### src/verilog/irq_route_regs.vh
// Register offsets, field positions and reset values of the routing and shadow bank.
// Assumes inclusion by bare name from the design files; holds definitions only.
`ifndef IRQ_ROUTE_REGS_VH
`define IRQ_ROUTE_REGS_VH

// ****************************************************************
// Offsets
// ****************************************************************
`define OFS_ROUTE 8'hC0
`define OFS_FORCE 8'hC1
`define OFS_RATE_SHADOW 8'hC2
`define OFS_UART_A_SHADOW 8'hC3
`define OFS_UART_B_SHADOW 8'hC4

// ****************************************************************
// Routing register fields
// ****************************************************************
`define ROUTE_PARALLEL 0
`define ROUTE_RTC_PIN 1
`define ROUTE_SCI_PIN 2
`define ROUTE_SCI_POL 3
`define ROUTE_SCI_OD 4
`define ROUTE_SHARED_LO 5
`define ROUTE_SHARED_HI 6
`define ROUTE_SMI_PIN 7
`define SHARED_PME 2'h0
`define SHARED_SCI 2'h1
`define SHARED_IRQ9 2'h2

// ****************************************************************
// Forced change fields and reset values
// ****************************************************************
`define FORCE_DRIVE0 0
`define FORCE_DRIVE1 1
`define ROUTE_RESET 8'h00
`define FORCE_RESET 2'h3
`define SHADOW_RESET 8'h00

`endif

### src/verilog/irq_routing_and_shadow_regs.v
// Interrupt routing control, forced media change and write-only shadows.
// Assumes a synchronous register port with read data one cycle after the strobe,
// and event sources that are synchronous active-high levels.
//
// Contract
// - Bit 0 picks serial frame or pins
// - Bit 0 leaves RTC, SMI alone, and SCI except on IRQ14/15 pins
// - Parallel mode: no BIOS buffer, IRQ15/IRQ14 pins
// - Bit 1 routes RTC interrupt
// - Bit 2 routes SCI
// - No frame delivery on standby supply
// - Bit 3 sets SCI polarity
// - Bit 4 sets SCI push-pull or open drain
// - Bits 6:5 pick shared pin function
// - Bit 5 overrides configured SCI number
// - Shared pin driver follows its function
// - Bit 7 routes SMI, frame slot two
// - SMI pin style from GPIO configuration
// - Software sets force bits, never clears
// - Step with select clears that force bit
// - Change status ORs selected forces, input
// - Force bits 0,1; others read zero
// - Floppy rate shadow readable
// - First UART FIFO shadow readable
// - Second UART FIFO shadow readable
`timescale 1ns/1ps
`default_nettype none
`include "irq_route_regs.vh"

module irq_routing_and_shadow_regs #(
  parameter LEGACY_IRQS = 16
) (
  // Clock and reset
  input wire ref_clk,
  input wire resetn,
  // Register port
  input wire [7:0] reg_addr,
  input wire [7:0] reg_wdata,
  input wire reg_wr,
  input wire reg_rd,
  output reg [7:0] reg_rdata,
  // Snooped writes of write-only core registers
  input wire rate_sel_wr,
  input wire uart_a_fifo_wr,
  input wire uart_b_fifo_wr,
  input wire [7:0] core_wdata,
  // Power state
  input wire standby_supply,
  // Interrupt sources, active high
  input wire [LEGACY_IRQS-1:0] legacy_irq,
  input wire rtc_irq,
  input wire sci_event,
  input wire smi_event,
  input wire pme_event,
  input wire [3:0] sci_cfg_irq,
  // GPIO configuration of the management pin
  input wire smi_pin_active_high,
  input wire smi_pin_open_drain,
  // Floppy drive interface
  input wire head_step_n,
  input wire drive_select0_n,
  input wire drive_select1_n,
  input wire media_changed_in_n,
  output wire media_changed_status,
  // Serial frame requests
  output reg [LEGACY_IRQS-1:0] frame_irq_req,
  // Parallel IRQ pins
  output reg [LEGACY_IRQS-1:0] irq_pin_out,
  output reg [LEGACY_IRQS-1:0] irq_pin_oe,
  // Dual-use serial line and bus clock pins
  output wire serial_interrupt_line_en,
  output wire bus_clock_in_en,
  output wire bios_buffer_en,
  // Shared event pin
  output reg power_event_out_n,
  output reg power_event_oe,
  // Management pin
  output reg sysmgmt_pin_n,
  output reg sysmgmt_pin_oe,
  // Effective SCI number
  output wire [3:0] sci_irq_num
);

  // ****************************************************************
  // Routing register
  // ****************************************************************
  reg [7:0] route_reg;
  wire sel_route;
  wire sel_force;
  wire [1:0] shared_sel;
  wire parallel_mode;
  wire frame_ok;

  assign sel_route = reg_addr == `OFS_ROUTE;
  assign sel_force = reg_addr == `OFS_FORCE;

  always @(posedge ref_clk or negedge resetn) begin
    if (!resetn) begin
      route_reg <= `ROUTE_RESET;
    end else if (reg_wr && sel_route) begin
      route_reg <= reg_wdata;
    end
  end

  assign parallel_mode = route_reg[`ROUTE_PARALLEL];
  assign shared_sel = route_reg[`ROUTE_SHARED_HI:`ROUTE_SHARED_LO];
  assign frame_ok = ~standby_supply;

  // Pin repurposing in parallel mode
  assign bios_buffer_en = ~parallel_mode;
  assign serial_interrupt_line_en = ~parallel_mode;
  assign bus_clock_in_en = ~parallel_mode;

  // Bit 5 takes SCI off the configured number; only code 01 puts it on the shared pin
  assign sci_irq_num = route_reg[`ROUTE_SHARED_LO] ? 4'h0 : sci_cfg_irq;

  // ****************************************************************
  // SCI level and shared pin
  // ****************************************************************
  wire sci_level;
  wire sci_on_shared;
  wire sci_on_number;

  // Driven level of SCI after polarity
  assign sci_level = route_reg[`ROUTE_SCI_POL] ? sci_event : ~sci_event;
  assign sci_on_shared = shared_sel == `SHARED_SCI;
  assign sci_on_number = ~route_reg[`ROUTE_SHARED_LO] && (sci_cfg_irq != 4'h0);

  // Reserved code 11 leaves the pin undriven
  always @* begin
    power_event_out_n = 1'b1;
    power_event_oe = 1'b0;
    case (shared_sel)
      `SHARED_PME: begin
        power_event_out_n = 1'b0;
        power_event_oe = pme_event;
      end
      `SHARED_SCI: begin
        power_event_out_n = sci_level;
        power_event_oe = route_reg[`ROUTE_SCI_OD] ? ~sci_level : 1'b1;
      end
      `SHARED_IRQ9: begin
        power_event_out_n = legacy_irq[9];
        power_event_oe = 1'b1;
      end
      default: begin
        power_event_out_n = 1'b1;
        power_event_oe = 1'b0;
      end
    endcase
  end

  // ****************************************************************
  // Frame requests and parallel pins
  // ****************************************************************
  reg [LEGACY_IRQS-1:0] frame_next;
  reg [LEGACY_IRQS-1:0] pin_next;
  reg [LEGACY_IRQS-1:0] pin_oe_next;
  integer n;

  always @* begin
    frame_next = {LEGACY_IRQS{1'b0}};
    pin_next = {LEGACY_IRQS{1'b0}};
    pin_oe_next = {LEGACY_IRQS{1'b0}};
    for (n = 0; n < LEGACY_IRQS; n = n + 1) begin
      // Legacy sources only follow bit 0
      if (parallel_mode) begin
        pin_next[n] = legacy_irq[n];
        pin_oe_next[n] = 1'b1;
      end else begin
        frame_next[n] = legacy_irq[n] & frame_ok;
      end
    end
    // RTC on slot eight, by its own select only
    if (route_reg[`ROUTE_RTC_PIN]) begin
      pin_next[8] = rtc_irq;
      pin_oe_next[8] = 1'b1;
      frame_next[8] = 1'b0;
    end else begin
      frame_next[8] = rtc_irq & frame_ok;
      pin_next[8] = 1'b0;
      pin_oe_next[8] = 1'b0;
    end
    // SCI on its configured number, by its own select only
    if (sci_on_number && !sci_on_shared) begin
      if (route_reg[`ROUTE_SCI_PIN]) begin
        pin_next[sci_irq_num] = sci_level;
        pin_oe_next[sci_irq_num] = route_reg[`ROUTE_SCI_OD] ? ~sci_level : 1'b1;
      end else begin
        frame_next[sci_irq_num] = frame_next[sci_irq_num] | (sci_event & frame_ok);
      end
    end
    // SMI in slot two when not on its own pin
    if (!route_reg[`ROUTE_SMI_PIN]) begin
      frame_next[2] = frame_next[2] | (smi_event & frame_ok);
    end
    // The two repurposed pins carry IRQ14/15 only in parallel mode
    if (!parallel_mode) begin
      pin_oe_next[14] = 1'b0;
      pin_oe_next[15] = 1'b0;
    end
  end

  // Registered outputs give one cycle of latency from sources
  always @(posedge ref_clk or negedge resetn) begin
    if (!resetn) begin
      frame_irq_req <= {LEGACY_IRQS{1'b0}};
      irq_pin_out <= {LEGACY_IRQS{1'b0}};
      irq_pin_oe <= {LEGACY_IRQS{1'b0}};
    end else begin
      frame_irq_req <= frame_next;
      irq_pin_out <= pin_next;
      irq_pin_oe <= pin_oe_next;
    end
  end

  // ****************************************************************
  // Management pin
  // ****************************************************************
  wire smi_driven_level;

  // Style comes from GPIO config, not from the routing register
  assign smi_driven_level = smi_pin_active_high ? smi_event : ~smi_event;

  always @* begin
    sysmgmt_pin_n = 1'b1;
    sysmgmt_pin_oe = 1'b0;
    if (route_reg[`ROUTE_SMI_PIN]) begin
      sysmgmt_pin_n = smi_driven_level;
      sysmgmt_pin_oe = smi_pin_open_drain ? ~smi_driven_level : 1'b1;
    end
  end

  // ****************************************************************
  // Forced media change
  // ****************************************************************
  wire [1:0] force_bits;

  drive_change_force u_force (
    .ref_clk(ref_clk),
    .resetn(resetn),
    .set_en(reg_wr && sel_force),
    .set_bits(reg_wdata[`FORCE_DRIVE1:`FORCE_DRIVE0]),
    .head_step_n(head_step_n),
    .drive_select0_n(drive_select0_n),
    .drive_select1_n(drive_select1_n),
    .media_changed_in_n(media_changed_in_n),
    .force_reg(force_bits),
    .media_changed_status(media_changed_status)
  );

  // ****************************************************************
  // Shadows
  // ****************************************************************
  // Core writes are snooped; register port writes to shadows do nothing
  reg [1:0] shadow_wr_idx;
  reg [1:0] shadow_rd_idx;
  wire shadow_wr;
  wire [7:0] shadow_rdata;

  assign shadow_wr = rate_sel_wr | uart_a_fifo_wr | uart_b_fifo_wr;

  // Simultaneous core writes: lowest index wins, others lost
  always @* begin
    shadow_wr_idx = 2'h0;
    if (rate_sel_wr) begin
      shadow_wr_idx = 2'h0;
    end else if (uart_a_fifo_wr) begin
      shadow_wr_idx = 2'h1;
    end else if (uart_b_fifo_wr) begin
      shadow_wr_idx = 2'h2;
    end
  end

  always @* begin
    case (reg_addr)
      `OFS_RATE_SHADOW: shadow_rd_idx = 2'h0;
      `OFS_UART_A_SHADOW: shadow_rd_idx = 2'h1;
      `OFS_UART_B_SHADOW: shadow_rd_idx = 2'h2;
      default: shadow_rd_idx = 2'h3;
    endcase
  end

  shadow_store #(
    .WIDTH(8),
    .DEPTH(3)
  ) u_shadow (
    .ref_clk(ref_clk),
    .resetn(resetn),
    .wr_en(shadow_wr),
    .wr_idx(shadow_wr_idx),
    .wr_data(core_wdata),
    .rd_idx(shadow_rd_idx),
    .rd_data(shadow_rdata)
  );

  // ****************************************************************
  // Read path
  // ****************************************************************
  reg [7:0] rd_addr_reg;
  reg rd_pending_reg;
  reg [7:0] local_rdata_reg;

  always @(posedge ref_clk or negedge resetn) begin
    if (!resetn) begin
      rd_addr_reg <= 8'h00;
      rd_pending_reg <= 1'b0;
      local_rdata_reg <= 8'h00;
    end else begin
      rd_pending_reg <= reg_rd;
      rd_addr_reg <= reg_addr;
      if (sel_route) begin
        local_rdata_reg <= route_reg;
      end else if (sel_force) begin
        local_rdata_reg <= {6'h00, force_bits};
      end else begin
        local_rdata_reg <= 8'h00;
      end
    end
  end

  // Unmapped addresses and idle cycles read zero
  always @* begin
    reg_rdata = 8'h00;
    if (rd_pending_reg) begin
      case (rd_addr_reg)
        `OFS_ROUTE: reg_rdata = local_rdata_reg;
        `OFS_FORCE: reg_rdata = local_rdata_reg;
        `OFS_RATE_SHADOW: reg_rdata = shadow_rdata;
        `OFS_UART_A_SHADOW: reg_rdata = shadow_rdata;
        `OFS_UART_B_SHADOW: reg_rdata = shadow_rdata;
        default: reg_rdata = 8'h00;
      endcase
    end
  end

endmodule
`default_nettype wire

### src/verilog/shadow_store.v
// Three-entry shadow memory for write-only values of neighbouring cores.
// Assumes one write port and one registered read port on the same clock.
`timescale 1ns/1ps
`default_nettype none
`include "irq_route_regs.vh"

module shadow_store #(
  parameter WIDTH = 8,
  parameter DEPTH = 3
) (
  // Clock and reset
  input wire ref_clk,
  input wire resetn,
  // Write port
  input wire wr_en,
  input wire [1:0] wr_idx,
  input wire [WIDTH-1:0] wr_data,
  // Read port
  input wire [1:0] rd_idx,
  output reg [WIDTH-1:0] rd_data
);

  reg [WIDTH-1:0] mem_reg [0:DEPTH-1];
  genvar i;

  generate
    for (i = 0; i < DEPTH; i = i + 1) begin : g_entry
      always @(posedge ref_clk or negedge resetn) begin
        if (!resetn) begin
          mem_reg[i] <= `SHADOW_RESET;
        end else if (wr_en && wr_idx == i) begin
          mem_reg[i] <= wr_data;
        end
      end
    end
  endgenerate

  always @(posedge ref_clk or negedge resetn) begin
    if (!resetn) begin
      rd_data <= `SHADOW_RESET;
    end else if (rd_idx < DEPTH) begin
      rd_data <= mem_reg[rd_idx];
    end else begin
      rd_data <= `SHADOW_RESET;
    end
  end

endmodule
`default_nettype wire

### src/verilog/drive_change_force.v
// Sticky per-drive forced media-change flags with hardware clearing.
// Assumes step and selects are synchronous, active-low levels from the floppy core.
`timescale 1ns/1ps
`default_nettype none
`include "irq_route_regs.vh"

module drive_change_force (
  // Clock and reset
  input wire ref_clk,
  input wire resetn,
  // Software set
  input wire set_en,
  input wire [1:0] set_bits,
  // Drive signals
  input wire head_step_n,
  input wire drive_select0_n,
  input wire drive_select1_n,
  input wire media_changed_in_n,
  // Results
  output reg [1:0] force_reg,
  output wire media_changed_status
);

  wire [1:0] sel;
  wire [1:0] clr;
  reg [1:0] force_next;

  assign sel = {~drive_select1_n, ~drive_select0_n};
  assign clr = sel & {2{~head_step_n}};

  // Writing zero never clears; a set in the clearing cycle wins
  always @* begin
    force_next = (force_reg & ~clr) | (set_en ? set_bits : 2'h0);
  end

  always @(posedge ref_clk or negedge resetn) begin
    if (!resetn) begin
      force_reg <= `FORCE_RESET;
    end else begin
      force_reg <= force_next;
    end
  end

  // Forcing only touches the drive currently selected
  assign media_changed_status = |(sel & force_reg) | ~media_changed_in_n;

endmodule
`default_nettype wire

### config.mk
export PLATFORM = sky130hd
export DESIGN_NAME = irq_routing_and_shadow_regs
export DESIGN_NICKNAME = d
export VERILOG_FILES = /design/src/verilog/irq_routing_and_shadow_regs.v /design/src/verilog/shadow_store.v /design/src/verilog/drive_change_force.v
export VERILOG_INCLUDE_DIRS = /design/src /design/src/verilog
export SDC_FILE = /design/constraint.sdc
export NUM_CORES = 1
export LEC_CHECK = 0
export ABC_AREA = 1
export BUFFER_PORTS_ARGS = -buffer_cell sky130_fd_sc_hd__buf_4
export CORE_AREA = 2 2 99 110
export CTS_CLUSTER_DIAMETER = 150
export DETAILED_ROUTE_END_ITERATION = 10
export DIE_AREA = 0 0 101 112
export PLACE_DENSITY = 0.74
export SLEW_MARGIN = 20
export SYNTH_ARGS = -nofsm -noshare
export SYNTH_HDL_FRONTEND = slang
export SYNTH_HIERARCHICAL = 1
export SYNTH_SLANG_ARGS = --single-unit
export TNS_END_PERCENT = 1
### constraint.sdc
create_clock -name ref_clk -period 2.2 [get_ports ref_clk]
set_input_delay 0.44 -clock ref_clk [delete_from_list [all_inputs] [get_ports ref_clk]]
set_output_delay 0.44 -clock ref_clk [all_outputs]
set_load 0.01 [all_outputs]
==> out/metrics.json <==
{
  "grt_start_max_net_pins": 108,
  "initial_core_util": 0.487,
  "areaGrowthSynthToFinish_pct": 28.5,
  "synth_edf_count": 0,
  "antenna_cells": 0,
  "synth-async-reset-ratio": 1.00,
  "seq_area_frac_synth": 0.537,
  "cell_repeated_most_along_the_worst_path": "buf_4",
  "detailed_place_hpwl_um": 9790,
  "design.core.area_um2": 10200,
  "outcome": "finished clean",
  "numCtsBuffers": 9,
  "layout.nets": 787,
  "gpl.final_weighted_congestion": 0.935,
  "synth_largest_area_cell": "dfrtp_1",
  "ir_drop_mv": 0.380,
  "post-route-drc-count": 0,
  "post_drt_via_cell_ratio": 5.30,
  "worstHoldPathType": "in2async",
  "port_buffers": 128,
  "synth_largest_type_area_fraction": 0.527,
  "worst_pin_slew_ns": 0.563,
  "cp.buffers_inverters": 2,
  "routed_wirelength_um": 13100,
  "die_y_um": 112,
  "synthesis.yosys.warnings": 6,
  "synth_top_cells_by_count": "nand2_1 (170), dfrtp_1 (105), nand3_1 (71), inv_1 (53), nor2_1 (40)",
  "power_share_of_the_sequential_group": 0.485,
  "power.density_nw_per_um2": 694,
  "flip_flop_count_of_the_largest_register_after_layout": 24,
  "cts.path.max_buffers": 2,
  "num_vias": 4515,
  "required_worst_endpoint_ns": 1.76,
  "layout-drive-gt1-share": 0.251,
  "cts_root_buffer": "clkbuf_16",
  "cp_max_stage_cell": "dfrtp_1",
  "synth_top_cells_by_area": "dfrtp_1 (53%), nand2_1 (13%), nand3_1 (7.1%), inv_1 (4.0%), o21ai_0 (3.6%)",
  "clkTransAtPathRegs_ns": 0.07,
  "postCtsSetupBuffers": 0,
  "totalNegativeSetupSlack_ns": 0,
  "number_of_placed_instances_taps_included": 836,
  "initialDrtViolationCount": 323,
  "period_share": 0.963,
  "critPathLaunchType": "flop",
  "critical_path.max_stage_delay_ns": 0.39,
  "p_leak_uw": 0.00331,
  "globalRouteTotalUtil": 0.241,
  "path_max_fanout": 8,
  "netSwitchingFraction": 0.242,
  "ios": 130,
  "grt_antenna_before_repair": 0,
  "placement_rows": 39,
  "synth_cell_type_count": 37,
  "p_sw_uw": 1070,
  "post_synth.cell_area_avg_um2": 8.38,
  "synth_nets": 657,
  "number_of_max_slew_violations_in_the_final_report": 0,
  "finalInstanceArea_um2": 6410,
  "cp_cell_sequence": "nor4_4 > buf_4 > nand3_1 > a21oi_1 > buf_4",
  "postSynthRegisterBits": 107,
  "cts_tree": "yes",
  "relSlewSlack": 0.625,
  "final.setup_skew_ns": 0.00636,
  "wl_per_cell_um": 15.4,
  "final-hold-violation-count": 0,
  "fmaxAchievable_mhz": 472,
  "internal-power_uw": 3370,
  "total_power_uw": 4450,
  "first_global_vias": 4371,
  "timing.hold.ws_ns": 0.136,
  "grt_setup_unrepaired": "true",
  "mappedNetlistArea_um2": 4990,
  "layout_min_cycle_time_ns": 2.12,
  "yosys.cell_count.top_type": "nand2_1",
  "grt_pass1_wl_um": 21300,
  "clock_power_share": 0.391,
  "ant_nets": 0,
  "cts_max_level": 3,
  "detailedRoute.firstPassIterationCount": 4,
  "overall_die_width_um": 101,
  "stdcell_count": 852,
  "cts.sinks": 107,
  "drv_cap": 0,
  "clock_insertion_delay_worst_skew_ns": 0.34,
  "criticalPathCategory": "reg2out",
  "synth_cells": 595,
  "gr-total-overflow": 0,
  "power_frac_comb": 0.125,
  "timing.critical_path.max_delay_family": "simple AND/OR/NAND/NOR gates",
  "critical_path.endpoint_type": "primary output",
  "postPlaceCellArea_um2": 6060,
  "die_ar_um2": 11300,
  "setup_violations": 0,
  "crit_arrival_ns": 1.68,
  "ys_dominant_reg_cell": "dfrtp_1"
}
-- worst register-to-register path: stages (launching register included) --
cell	delay [ns]
dfrtp_1	0.46
inv_2	0.19
nand2_4	0.13
inv_4	0.13
nand2_1	0.06
nand3_1	0.07
nand3_1	0.09
nand3_1	0.15
nand3_2	0.27
o21a_1	0.29
-- placed cells by master (no fill, tap or decap), types with 2 or more instances in the layout --
| cell | n |
|---|---|
| xor2_1 | 2 |
| dfrtp_1 | 105 |
| o21a_1 | 2 |
| inv_2 | 6 |
| o21ai_0 | 36 |
| clkbuf_16 | 9 |
| nor2_2 | 3 |
| nor3_1 | 13 |
| buf_4 | 140 |
| o21ai_1 | 8 |
| nor2_1 | 39 |
| a21oi_1 | 16 |
| bufinv_16 | 2 |
| o21bai_1 | 2 |
| nand3_1 | 71 |
| nand4_1 | 20 |
| a31oi_1 | 3 |
| clkbuf_8 | 2 |
| inv_1 | 53 |
| nand3_4 | 2 |
| dfstp_2 | 2 |
| nor2_4 | 3 |
| nand2_4 | 2 |
| nand3_2 | 3 |
| nand2_1 | 170 |
-- kinds of logic after synthesis --
family / synth area share
compound gates: 0.0748
flops: 0.537
buf+inv: 0.0760
xor+xnor: 0.00351
mux: 0.00226
simple gates: 0.306
-- layout make-up --
type | count | area, um^2
Tap cell | 123 | 154
Timing Repair Buffer | 142 | 1080
Fill cell | 915 | 3840
Sequential cell | 107 | 2680
Clock buffer | 11 | 253
Multi-Input combinational cell | 405 | 1940
Clock inverter | 4 | 73.8
Inverter | 60 | 228
-- layer usage --
metal,share of wire,track usage,wire [um],vias up
met4,0.020,0.0946,263,0
met3,0.065,0.0289,851,16
met1,0.44,0.347,5750,2134
met5,0,0,0,-
li1,-,-,-,2197
met2,0.48,0.373,6230,168
-- power groups by stage --
stage | sequential, uW | combinational [uW] | clock (uW)
global route | 2170 | 617 | 1850
floorplan | 2190 | 266 | 0
global placement | 2190 | 539 | 0
CTS | 2150 | 554 | 1760
detailed placement | 2190 | 552 | 0
finish | 2150 | 555 | 1740
-- worst paths after layout --
kind | slack, ns | to | start | cells past startpoint
setup / recovery | 0.08 | reg_rdata[7] | rd_addr_reg[3] | 5
hold / removal | 0.14 | u_shadow/mem_reg[1] | resetn | 2
setup reg to reg | 0.22 | frame_irq_req[8] | route_reg[5] | 9
hold reg to reg | 0.48 | u_shadow/mem_reg[8] | u_shadow/mem_reg[8] | 2
max in group asynchronous | 1.61 | frame_irq_req[4] | resetn | 2
min in group ref_clk | 0.20 | rd_pending_reg | reg_rd | 1
-- timing repair --
item | in CTS | in global routing
endpoints found under the hold margin | 0 | 0
setup endpoints to repair | 0 | 8
gates resized for setup | 0 | 7
hold buffers | 0 | 0
-- stage by stage --
| step | setup WS [ns] | utilization |
|---|---|---|
| after floorplan | 0.294 | - |
| after global placement | 0.247 | 0.591 |
| after detailed placement | 0.244 | 0.591 |
| after CTS | 0.0122 | 0.623 |
| after global routing | -0.0145 | 0.626 |
| final | 0.0809 | 0.626 |
No activity file was read; power rests on OpenSTA's default activity.
